[src/adc_ctl_pkg.sv]
// Shared constants and types for the serial converter control block
package adc_ctl_pkg;

  localparam int          FRAME_EDGES      = 16;  // Rising edges per frame
  localparam int          MSB_EDGE         = 4;   // First data bit edge
  localparam int          PD_WIN_LO        = 3;   // Power-down window start
  localparam int          PD_WIN_HI        = 14;  // Power-down window end
  localparam int          TRACK_EDGE       = 14;  // Track resumes here
  localparam int          WAKE_EDGES       = 14;  // Edges to leave power-down
  localparam int          DATA_BITS        = 10;
  localparam int          SUB_BITS         = 2;
  localparam int          WORD_BITS        = 13;  // Shifter: data below MSB, sub-bits, two zeros
  localparam logic [12:0] WORD_RST         = 13'h0000;
  localparam logic [4:0]  CNT_RST          = 5'h00;
  localparam int          BUF_DEPTH        = 2;

  // Power state, one-hot
  typedef enum logic [2:0] {
    PWR_NORMAL  = 3'b001,
    PWR_PARTIAL = 3'b010,
    PWR_FULL    = 3'b100
  } pwr_state_t;

  // Completed result handed to the user side
  typedef struct packed {
    logic [9:0] data;
    logic [1:0] sub_bits;
  } result_t;

  // Serial output pin pair
  typedef struct packed {
    logic o;
    logic oe;
  } pin_out_t;

endpackage : adc_ctl_pkg

[src/adc_serial_conversion_control.sv]
// Conversion, power-down and serial readout control of the converter
`timescale 1ns/1ns
module adc_serial_conversion_control #(
  parameter bit BIPOLAR = 1'b0
) (
  input  wire logic                 clk,
  input  wire logic                 rst_n,
  input  wire logic                 shift_clk,
  input  wire logic                 convert_strobe,
  input  wire logic [9:0]           sample_code,
  input  wire logic [1:0]           sample_sub,
  output logic                      dout_o,
  output logic                      dout_oe,
  output logic                      track_r,
  output logic                      converting_r,
  output logic                      calibrated_r,
  output adc_ctl_pkg::pwr_state_t   pwr_r,
  output adc_ctl_pkg::result_t      res_data,
  output logic                      res_valid,
  input  wire logic                 res_ready,
  output logic                      overrun_r
);
  // Two-flop synchronisers; first stage read only by the second
  logic [1:0] sclk_sync_r;
  logic [1:0] cnv_sync_r;
  logic       sclk_d_r;
  logic       cnv_d_r;
  logic       sclk_rise;
  logic       sclk_fall;
  logic       cnv_fall;
  logic       cnv_rise;

  logic [4:0]           edge_cnt_r;
  logic [12:0]          shift_r;
  logic                 fall16_low_r;
  logic                 in_window_r;
  logic                 push_valid_r;
  adc_ctl_pkg::result_t push_data_r;
  logic                 buf_in_ready;
  adc_ctl_pkg::result_t buf_data;
  logic                 buf_valid;
  adc_ctl_pkg::pin_out_t pin_r;
  logic [9:0]           coded;
  logic                 take_ok;

  // Sample asynchronous pins
  always_ff @(posedge clk) begin
    if (!rst_n) begin
      sclk_sync_r <= 2'b00;
      cnv_sync_r  <= 2'b11;
      sclk_d_r    <= 1'b0;
      cnv_d_r     <= 1'b1;
    end else begin
      sclk_sync_r <= {sclk_sync_r[0], shift_clk};
      cnv_sync_r  <= {cnv_sync_r[0], convert_strobe};
      sclk_d_r    <= sclk_sync_r[1];
      cnv_d_r     <= cnv_sync_r[1];
    end
  end

  assign sclk_rise = sclk_sync_r[1] && !sclk_d_r;
  assign sclk_fall = !sclk_sync_r[1] && sclk_d_r;
  assign cnv_fall  = !cnv_sync_r[1] && cnv_d_r;
  assign cnv_rise  = cnv_sync_r[1] && !cnv_d_r;

  // Result coding for the selected variant
  function automatic logic [9:0] code_word(input logic [9:0] c);
    code_word = BIPOLAR ? {~c[9], c[8:0]} : c;
  endfunction : code_word

  // One coded word feeds the pin, the shifter and the result path
  assign coded = code_word(sample_code);

  // Rising-edge counter from each strobe fall, saturating
  always_ff @(posedge clk) begin
    if (!rst_n) begin
      edge_cnt_r <= adc_ctl_pkg::CNT_RST;
    end else if (cnv_fall) begin
      edge_cnt_r <= adc_ctl_pkg::CNT_RST;
    end else if (sclk_rise && edge_cnt_r != 5'd31) begin
      edge_cnt_r <= edge_cnt_r + 5'd1;
    end
  end

  // Power-down window: edge count 3..13 at the strobe rise
  assign in_window_r = (edge_cnt_r >= 5'(adc_ctl_pkg::PD_WIN_LO)) &&
                       (edge_cnt_r < 5'(adc_ctl_pkg::PD_WIN_HI));

  // Power state machine; steps only on a strobe rise, from any state
  always_ff @(posedge clk) begin
    if (!rst_n) begin
      pwr_r <= adc_ctl_pkg::PWR_NORMAL;
    end else if (cnv_rise) begin
      unique case (pwr_r)
        adc_ctl_pkg::PWR_NORMAL: begin
          if (in_window_r) pwr_r <= adc_ctl_pkg::PWR_PARTIAL;
        end
        adc_ctl_pkg::PWR_PARTIAL: begin
          if (edge_cnt_r >= 5'(adc_ctl_pkg::WAKE_EDGES)) begin
            pwr_r <= adc_ctl_pkg::PWR_NORMAL;
          end else if (in_window_r) begin
            pwr_r <= adc_ctl_pkg::PWR_FULL;
          end
        end
        adc_ctl_pkg::PWR_FULL: begin
          if (edge_cnt_r >= 5'(adc_ctl_pkg::WAKE_EDGES)) begin
            pwr_r <= adc_ctl_pkg::PWR_NORMAL;
          end
        end
        default: pwr_r <= adc_ctl_pkg::PWR_NORMAL;
      endcase
    end
  end

  // Conversion flag and track/hold
  always_ff @(posedge clk) begin
    if (!rst_n) begin
      converting_r <= 1'b0;
      track_r      <= 1'b1;  // Tracks straight from power-up
    end else if (cnv_fall) begin
      converting_r <= 1'b1;
      track_r      <= 1'b0;
    end else if (sclk_rise &&
                 edge_cnt_r == 5'(adc_ctl_pkg::TRACK_EDGE - 1)) begin
      track_r <= 1'b1;
    end else if (sclk_rise &&
                 edge_cnt_r == 5'(adc_ctl_pkg::FRAME_EDGES - 1)) begin
      converting_r <= 1'b0;
    end
  end

  // Calibration done after the first full frame; wake needs none
  always_ff @(posedge clk) begin
    if (!rst_n) begin
      calibrated_r <= 1'b0;
    end else if (sclk_rise &&
                 edge_cnt_r == 5'(adc_ctl_pkg::FRAME_EDGES - 1)) begin
      calibrated_r <= 1'b1;
    end
  end

  // Serial shift; loads at MSB edge, shifts on all other rises.
  // The MSB goes to the pin directly, so the shifter starts at bit 8;
  // loading the whole word would send the MSB twice.
  always_ff @(posedge clk) begin
    if (!rst_n) begin
      shift_r <= adc_ctl_pkg::WORD_RST;
    end else if (cnv_fall) begin
      shift_r <= adc_ctl_pkg::WORD_RST;
    end else if (sclk_rise) begin
      if (edge_cnt_r == 5'(adc_ctl_pkg::MSB_EDGE - 1)) begin
        shift_r <= {coded[8:0], sample_sub, 2'b00};
      end else begin
        shift_r <= {shift_r[11:0], 1'b0};
      end
    end
  end

  // Strobe still low at 16th falling edge arms the release
  always_ff @(posedge clk) begin
    if (!rst_n) begin
      fall16_low_r <= 1'b0;
    end else if (cnv_fall) begin
      fall16_low_r <= 1'b0;
    end else if (sclk_fall && !cnv_sync_r[1] &&
                 edge_cnt_r == 5'(adc_ctl_pkg::FRAME_EDGES)) begin
      fall16_low_r <= 1'b1;
    end
  end

  // Output pin drive; all changes tied to clock or strobe edges
  always_ff @(posedge clk) begin
    if (!rst_n) begin
      pin_r <= '{o: 1'b0, oe: 1'b0};
    end else if (cnv_fall) begin
      pin_r <= '{o: 1'b0, oe: 1'b1};
    end else if (fall16_low_r && (sclk_rise || cnv_rise)) begin
      pin_r <= '{o: 1'b0, oe: 1'b0};
    end else if (sclk_rise && pin_r.oe) begin
      // Between edges 14 and 16 a strobe rise leaves drive on
      pin_r.o <= (edge_cnt_r == 5'(adc_ctl_pkg::MSB_EDGE - 1)) ?
                 coded[9] : shift_r[12];
    end
  end

  assign dout_o  = pin_r.o;
  assign dout_oe = pin_r.oe;

  // Capture the word at the MSB edge while in normal power
  always_ff @(posedge clk) begin
    if (!rst_n) begin
      push_valid_r <= 1'b0;
      push_data_r  <= '{data: 10'h000, sub_bits: 2'h0};
      overrun_r    <= 1'b0;
    end else if (sclk_rise && pwr_r == adc_ctl_pkg::PWR_NORMAL &&
                 edge_cnt_r == 5'(adc_ctl_pkg::MSB_EDGE - 1)) begin
      push_valid_r <= 1'b1;
      push_data_r  <= '{data: coded, sub_bits: sample_sub};
      overrun_r    <= push_valid_r && !buf_in_ready;
    end else if (buf_in_ready) begin
      push_valid_r <= 1'b0;  // Held while full; a new capture overwrites it and sets overrun_r
    end
  end

  result_buf u_buf (
    .clk       (clk),
    .rst_n     (rst_n),
    .in_data   (push_data_r),
    .in_valid  (push_valid_r),
    .in_ready  (buf_in_ready),
    .out_data  (buf_data),
    .out_valid (buf_valid),
    .out_ready (take_ok)
  );

  // Output stage refills only when empty or being taken, so the
  // buffer never pops a word that the user has not yet seen
  assign take_ok = !res_valid || res_ready;

  always_ff @(posedge clk) begin
    if (!rst_n) begin
      res_valid <= 1'b0;
      res_data  <= '{data: 10'h000, sub_bits: 2'h0};
    end else if (take_ok) begin
      res_valid <= buf_valid;
      if (buf_valid) res_data <= buf_data;
    end
  end

  // Assertions
  property p_start_drive;
    @(posedge clk) disable iff (!rst_n)
      cnv_fall |=> (dout_oe && !dout_o && !track_r);
  endproperty
  a_start_drive: assert property (p_start_drive)
    else $error("output not driven low at start");

  property p_enter_partial;
    @(posedge clk) disable iff (!rst_n)
      (cnv_rise && pwr_r == adc_ctl_pkg::PWR_NORMAL && in_window_r)
      |=> pwr_r == adc_ctl_pkg::PWR_PARTIAL;
  endproperty
  a_enter_partial: assert property (p_enter_partial)
    else $error("partial power-down not entered");

  property p_enter_full;
    @(posedge clk) disable iff (!rst_n)
      $changed(pwr_r) && pwr_r == adc_ctl_pkg::PWR_FULL
      |-> $past(pwr_r) == adc_ctl_pkg::PWR_PARTIAL;
  endproperty
  a_enter_full: assert property (p_enter_full)
    else $error("full power-down entered from wrong state");

  property p_wake;
    @(posedge clk) disable iff (!rst_n)
      (cnv_rise && pwr_r != adc_ctl_pkg::PWR_NORMAL && edge_cnt_r >= 5'd14)
      |=> pwr_r == adc_ctl_pkg::PWR_NORMAL;
  endproperty
  a_wake: assert property (p_wake)
    else $error("power-down not left after wake sequence");

  property p_release;
    @(posedge clk) disable iff (!rst_n)
      (fall16_low_r && sclk_rise && !cnv_fall) |=> !dout_oe;
  endproperty
  a_release: assert property (p_release)
    else $error("output not released after frame");

  property p_change_on_rise;
    @(posedge clk) disable iff (!rst_n)
      $changed(dout_o) |-> $past(sclk_rise) || $past(cnv_fall) ||
                           $past(fall16_low_r);
  endproperty
  a_change_on_rise: assert property (p_change_on_rise)
    else $error("output changed off a rising edge");

  property p_track_14;
    @(posedge clk) disable iff (!rst_n)
      (sclk_rise && edge_cnt_r == 5'd13 && !cnv_fall) |=> track_r;
  endproperty
  a_track_14: assert property (p_track_14)
    else $error("track not resumed at edge 14");

  property p_msb;
    @(posedge clk) disable iff (!rst_n)
      (sclk_rise && edge_cnt_r == 5'd3 && dout_oe && !cnv_fall)
      |=> dout_o == (sample_code[9] ^ BIPOLAR) && shift_r[12] ==
          $past(sample_code[8]);
  endproperty
  a_msb: assert property (p_msb)
    else $error("msb not presented on fourth edge");

  property p_keep_drive;
    @(posedge clk) disable iff (!rst_n)
      (cnv_rise && edge_cnt_r >= 5'd14 && edge_cnt_r < 5'd16 && dout_oe)
      |=> dout_oe;
  endproperty
  a_keep_drive: assert property (p_keep_drive)
    else $error("output dropped in continuous window");

  c_partial: cover property (@(posedge clk) disable iff (!rst_n)
    pwr_r == adc_ctl_pkg::PWR_PARTIAL);
  c_full: cover property (@(posedge clk) disable iff (!rst_n)
    pwr_r == adc_ctl_pkg::PWR_FULL);
  c_release: cover property (@(posedge clk) disable iff (!rst_n)
    $fell(dout_oe));
  c_result: cover property (@(posedge clk) disable iff (!rst_n)
    res_valid && res_ready);
endmodule : adc_serial_conversion_control

[src/result_buf.sv]
// Two-entry valid/ready buffer for completed results
`timescale 1ns/1ns
module result_buf (
  input  wire logic                clk,
  input  wire logic                rst_n,
  input  wire adc_ctl_pkg::result_t in_data,
  input  wire logic                in_valid,
  output logic                     in_ready,
  output adc_ctl_pkg::result_t     out_data,
  output logic                     out_valid,
  input  wire logic                out_ready
);
  adc_ctl_pkg::result_t mem_r [adc_ctl_pkg::BUF_DEPTH];
  logic                 wp_r;
  logic                 rp_r;
  logic [1:0]           cnt_r;
  logic                 push;
  logic                 pop;

  // Honest full and empty from the occupancy count
  assign in_ready  = (cnt_r != 2'd2);
  assign out_valid = (cnt_r != 2'd0);
  assign out_data  = mem_r[rp_r];
  assign push      = in_valid && in_ready;
  assign pop       = out_valid && out_ready;

  // Storage write
  always_ff @(posedge clk) begin
    if (push) begin
      mem_r[wp_r] <= in_data;
    end
  end

  // Pointers and occupancy
  always_ff @(posedge clk) begin
    if (!rst_n) begin
      wp_r  <= 1'b0;
      rp_r  <= 1'b0;
      cnt_r <= 2'd0;
    end else begin
      if (push) wp_r <= ~wp_r;
      if (pop) rp_r <= ~rp_r;
      cnt_r <= cnt_r + {1'b0, push} - {1'b0, pop};
    end
  end
endmodule : result_buf
[config.mk]
export PLATFORM = sky130hd
export DESIGN_NAME = adc_serial_conversion_control
export DESIGN_NICKNAME = d
export VERILOG_FILES = /design/src/adc_ctl_pkg.sv /design/src/adc_serial_conversion_control.sv /design/src/result_buf.sv
export SDC_FILE = /design/constraint.sdc
export NUM_CORES = 1
export LEC_CHECK = 0
export BUFFER_PORTS_ARGS = -buffer_cell sky130_fd_sc_hd__buf_2
export CORE_AREA = 5 5 88 90
export DETAILED_ROUTE_END_ITERATION = 10
export DIE_AREA = 0 0 93 95
export GPL_TIMING_DRIVEN = 0
export PLACE_DENSITY = 0.78
export SLEW_MARGIN = 20
export SYNTH_ARGS = -nofsm -noshare
export SYNTH_HDL_FRONTEND = slang
export SYNTH_SLANG_ARGS = --single-unit
[constraint.sdc]
create_clock -name clk -period 1.9 [get_ports clk]
set_input_delay 0.095 -clock clk [delete_from_list [all_inputs] [get_ports clk]]
set_output_delay 0.095 -clock clk [all_outputs]
set_load 0.05 [all_outputs]
Word level (Yosys, flattened, before mapping)
Memories as Yosys holds them, arrays and structs flattened. A register that Yosys moved wholly into a read port is not among the register bits. Cells that the tools add are included.

Output and inout port bits: 22. Bits in latches: 0. Memory bits (writable): 24. ROM bits: 0. Bits in registers: 52. Memories kept: 1.

Memory list: u_buf.mem_r (depth 2, width 12, read ports 1, clocked after Yosys merged registers in 1, write ports 1, RTL line result_buf.sv:13) `adc_ctl_pkg::result_t mem_r [adc_ctl_pkg::BUF_DEPTH];`.

$add $sub $neg: 3. Div/mod/pow operators: 0. Muxes and demuxes: 18. Reduce and logical (&&, ||, !) cells: 36. Bitwise logic cells: 3. $lt $le $gt $ge: 3. Multiply operators: 0. Equal/unequal tests: 13. Shift operators: 0.

Operator list (number): $logic_and 1x1->1 (17); $mux 13 (1); $mux 1 (12); $mux 3 (4); $eq 5x4->1 const B (2); $reduce_bool 2->1 (5); $pmux 3 s3 (1); $ne 2x2->1 const B (4); $logic_not 1->1 (7); $add 5x1->5 const B (1); $eq 5x2->1 const B (1); $eq 5x5->1 const B (1); $ge 5x2->1 const B (1); $ge 5x4->1 const B (1); $lt 5x4->1 const B (1); $ne 5x5->1 const B (1); $reduce_and 2->1 (2); $reduce_and 4->1 (1); $eq 3x1->1 const B (1); $eq 3x2->1 const B (1); $eq 3x3->1 const B (1); $ne 3x3->1 const B (1); $not 1->1 (3); $reduce_or 3->1 (1); 4 further kinds (5).

Longest topological paths before layout
Depth after elaboration: 6. Depth in mapped cells: 9. Gate-level depth less buffers: 8.

Hierarchy
From an unflattened synthesis, not the netlist that was laid out.

Cells, all modules: 326. Area total of the unflattened synthesis: 3542.1 µm².

Modules (own cells, without submodules): adc_serial_conversion_control (seq. area each 1161.1 µm², cells an instance 259, area each 2417.3 µm², times used 1); result_buf (seq. area each 820.8 µm², cells an instance 67, area each 1124.8 µm², times used 1).

Worst setup path before layout
No wires, ideal clock.

Path kind: reg2reg. Start: register res_valid. End: register u_buf.cnt_r[1]. Path buffers: 1. Required time: 1785 ps. Arrival: 2101 ps. Setup slack: -316 ps. Cell stages (with the launch flop): 10. Library setup time: 115 ps. Clock period less this slack: 2216 ps. Path through: dfxtp_1 > nor2b_1 > nor2_1 > clkbuf_1 > ha_1 > inv_1 > ha_1 > xnor2_1 > xnor2_1 > and2_1.

Cells in the longest elaborated chain, start to end: 4.

RTL lines: start: declaration (RTL line adc_serial_conversion_control.sv:19) `output logic res_valid,`; start signal: assignment (RTL line adc_serial_conversion_control.sv:225) `res_valid <= buf_valid;`; $logic_not 1->1 (RTL line adc_serial_conversion_control.sv:218) `assign take_ok = !res_valid || res_ready;`; $logic_or 1x1->1 (RTL line adc_serial_conversion_control.sv:218); $logic_and 1x1->1 (RTL line result_buf.sv:25) `assign pop = out_valid && out_ready;`; net u_buf.pop (RTL line result_buf.sv:18) `logic pop;`; $sub 2x1->2 (RTL line result_buf.sv:43) `cnt_r <= cnt_r + {1'b0, push} - {1'b0, pop};`; end signal: assignment (RTL line result_buf.sv:43); end: declaration (RTL line result_buf.sv:16) `logic [1:0] cnt_r;`.

The timed path passes the listed nets, and every way through them passes these cells. A chain may end at the register's enable or synchronous reset.

Worst setup path in the final report
Start: register u_buf.cnt_r[0]. End: memory u_buf.mem_r[0][9] (netlist bit) (enable).

Cells in the longest elaborated chain, start to end: 4.

RTL lines: $ne 2x2->1 (RTL line result_buf.sv:21) `assign in_ready = (cnt_r != 2'd2);`; $logic_and 1x1->1 (RTL line result_buf.sv:24) `assign push = in_valid && in_ready;`; $mux 1 (RTL line result_buf.sv:29) `if (push) begin`; $mux 1 (not written as such) (RTL line result_buf.sv:30) `mem_r[wp_r] <= in_data;`; end: declaration (RTL line result_buf.sv:13).

No other way between the ends.

==> flow_summary_export.csv <==
group,metric,value,unit
status,outcome,"completed",
worst_hold_path,hp-class,"in -> reg",
placed_design,dpl.hpwl,4.493,mm
run,max_cap_viol_count,0,
global_route,grt_max_degree,18,
floorplan,start_util,0.4984,
floorplan,die_h,95,µm
global_route,grt_usage,0.1598,
sta,fin_crit_sh,0.9335,
pwr,ir_drop,0.4420,mV
placed_design,dp_cells,435,
yosys,syn_avg_cell_area,11.01,µm²
floorplan,die_x,93,µm
layout,final-instance-count-excl-fill,464,
sta,setup_viol,0,
layout,diodes,0,
detailed_routing,drt_iter0_markers,71,
floorplan,num_io_pins,39,
critical_path,cp_max_fo,12,
clocking,tritoncts,"yes",
sta,drv_slew,0,
placed_design,dp_slack,-123.4,ps
yosys,yosys_warnings,0,
clocking,h-tree-depth,3,
global_route,grt_pass1_wl,11.03,mm
placed_design,gp_congestion,0.7788,
sta,slew_headroom,0.3515,
clocking,cts-root-buf,"clkbuf_8",
clocking,clock_sinks,86,
sta,fin_hold_ws,9.202,ps
yosys,yosysMostFrequentCell,"dfxtp_1",
yosys,synth_ff_type,"dfxtp_1",
critical_path,critical_path_required,1880,ps
floorplan,core-area,6982,µm²
detailed_routing,first_pass_iters,4,
layout,layout-drive-gt1-share,0.2094,
yosys,syn-num-nets,341,
critical_path,critPathCaptureType,"flop",
detailed_routing,num_vias,2397,
yosys,synth-seq-cells,86,
detailed_routing,ant_nets,0,
yosys,synthCells,316,
detailed_routing,vias_per_cell,5.166,
yosys,ys_types,44,
layout,final_core_util,0.5927,
critical_path,critPathKind,"reg -> reg",
yosys,syn-cell-area,3480,µm²
clocking,clkLatencyLatePin,360,ps
sta,rsz0062_at_grt,"false",
placed_design,port-buffer-count,37,
layout,syn_to_final_growth,18.91,%
sta,fin_skew,8.410,ps
critical_path,crit_path_start_kind,"flop",
detailed_routing,drcViolationCount,0,
sta,finalHoldViolations,0,
detailed_routing,drt_wl_total,6.420,mm
pwr,p_leak,1.675,nW
sta,fmax,563.8,MHz
floorplan,fp-row-count,31,
sta,worst_slack,126.4,ps
yosys,async_reset_ff_frac,0,
yosys,ys_seq_area_frac,0.5638,
sta,finalSetupTns,0,ps
pwr,p_total,4.729,mW
yosys,synth_area_leaders,"dfxtp_1 36%, edfxtp_1 21%, mux2i_1 6.9%, nand2_1 5.1%, o211a_1 3.5%",
yosys,synth_top_area_frac,0.3567,
clocking,cts_buffers,9,
detailed_routing,wl_per_cell,13.84,µm
clocking,clock_path_buffers,2,
layout,layout.nets,402,
worst_hold_path,min_from,"sample_code[4]",
sta,period_needed,1774,ps
clocking,clk_pin_slew_worst_paths,90,ps
critical_path,startpoint,"u_buf.cnt_r[0]",
critical_path,arrival,1750,ps
yosys,synth-edff-count,24,
yosys,synth_common_cells,"62 x dfxtp_1, 47 x nand2_1, 24 x edfxtp_1, 24 x mux2i_1, 21 x nor2_1",
global_route,grt_pass1_vias,2388,
pwr,power_density,1143,nW/µm²
sta,worstMarginPinSlew,969.2,ps
placed_design,dpl_cell_area,3775,µm²
yosys,yosysTopAreaCell,"dfxtp_1",
global_route,antenna_found_initial,0,
floorplan,dieArea,8835,µm²
layout,final_area,4138,µm²
global_route,grt.overflow.total,0,
critical_path,r2r-start,"u_buf.cnt_r[0]",
area by class of cell:
| class | instances | area, µm² |
|---|---|---|
| Clock inverter | 7 | 86.33 |
| Multi-Input combinational cell | 203 | 1409 |
| Timing Repair Buffer | 50 | 307.8 |
| Inverter | 8 | 30.03 |
| Tap cell | 82 | 102.6 |
| Fill cell | 602 | 2844 |
| Sequential cell | 86 | 1969 |
| Buffer | 19 | 108.9 |
| Clock buffer | 9 | 123.9 |
where the power goes:
| part | total, mW | leakage [nW] | internal [mW] | switching [mW] |
|---|---|---|---|---|
| clock network | 1.34 | 0.105 | 0.640 | 0.702 |
| registers | 2.14 | 0.730 | 2.04 | 0.0943 |
| logic | 1.25 | 0.841 | 0.435 | 0.817 |
registers in the layout, indices dropped and copies added (netlist names), 3 cells and up:
signal	count
u_buf.mem_r	24
shift_r	11
edge_cnt_r	5
pwr_r	3
res_data	12
push_data_r	12
cell families after synthesis:
family,count (synthesis),share of synthesized area
AOI/OAI and AO/OA,58,0.1327
xor gates and xnor gates,8,0.02014
adders and majority gates,8,0.02877
buffers and inverters,27,0.03740
DFF,86,0.5638
muxes,24,0.06904
and+or+nand+nor,105,0.1482
worst paths after layout:
path         slack, ps                 to  cells past startpoint
max                130  u_buf.mem_r[0][9]                      3
min                  9     push_data_r[6]                      3
min reg2reg        420      cnv_sync_r[1]                      1
max reg2reg        130  u_buf.mem_r[0][9]                      3
placed cells by master, fill, tap and decap left out, types with 5 or more instances in the layout:
cell / instances
dfxtp_1: 58
nand2_1: 47
buf_2: 42
mux2i_1: 24
edfxtp_1: 24
nor2_1: 19
o211a_1: 12
a211oi_1: 11
a21boi_1: 10
dlygate4sd3_1: 10
clkbuf_8: 9
inv_1: 8
and2_1: 8
clkbuf_1: 7
ha_1: 7
nand2b_1: 6
xnor2_1: 5
nor2b_1: 5
o21ai_0: 5
what timing repair did:
item,4_1_cts,5_1_grt
hold buffers,10,0
resized for setup,4,8
setup buffers,3,0
pin swaps,2,2
setup endpoints to repair,13,27
endpoints found under the hold margin,11,0
per-layer routing:
layer / global-route usage / up-vias / share of wire
met1: 0.1910 / 1109 / 0.46
met4: 0.08425 / 0 / 0.022
met5: 0 / - / 0
met2: 0.2633 / 46 / 0.47
li1: - / 1228 / -
met3: 0.04382 / 14 / 0.041
worst max-delay path, cell delays in order, from the launching register on:
cell and delay (ps):
dfxtp_1 410, nand2b_1 150, nand2_1 100, nor2_1 750
No activity file was read; power rests on OpenSTA's default activity.
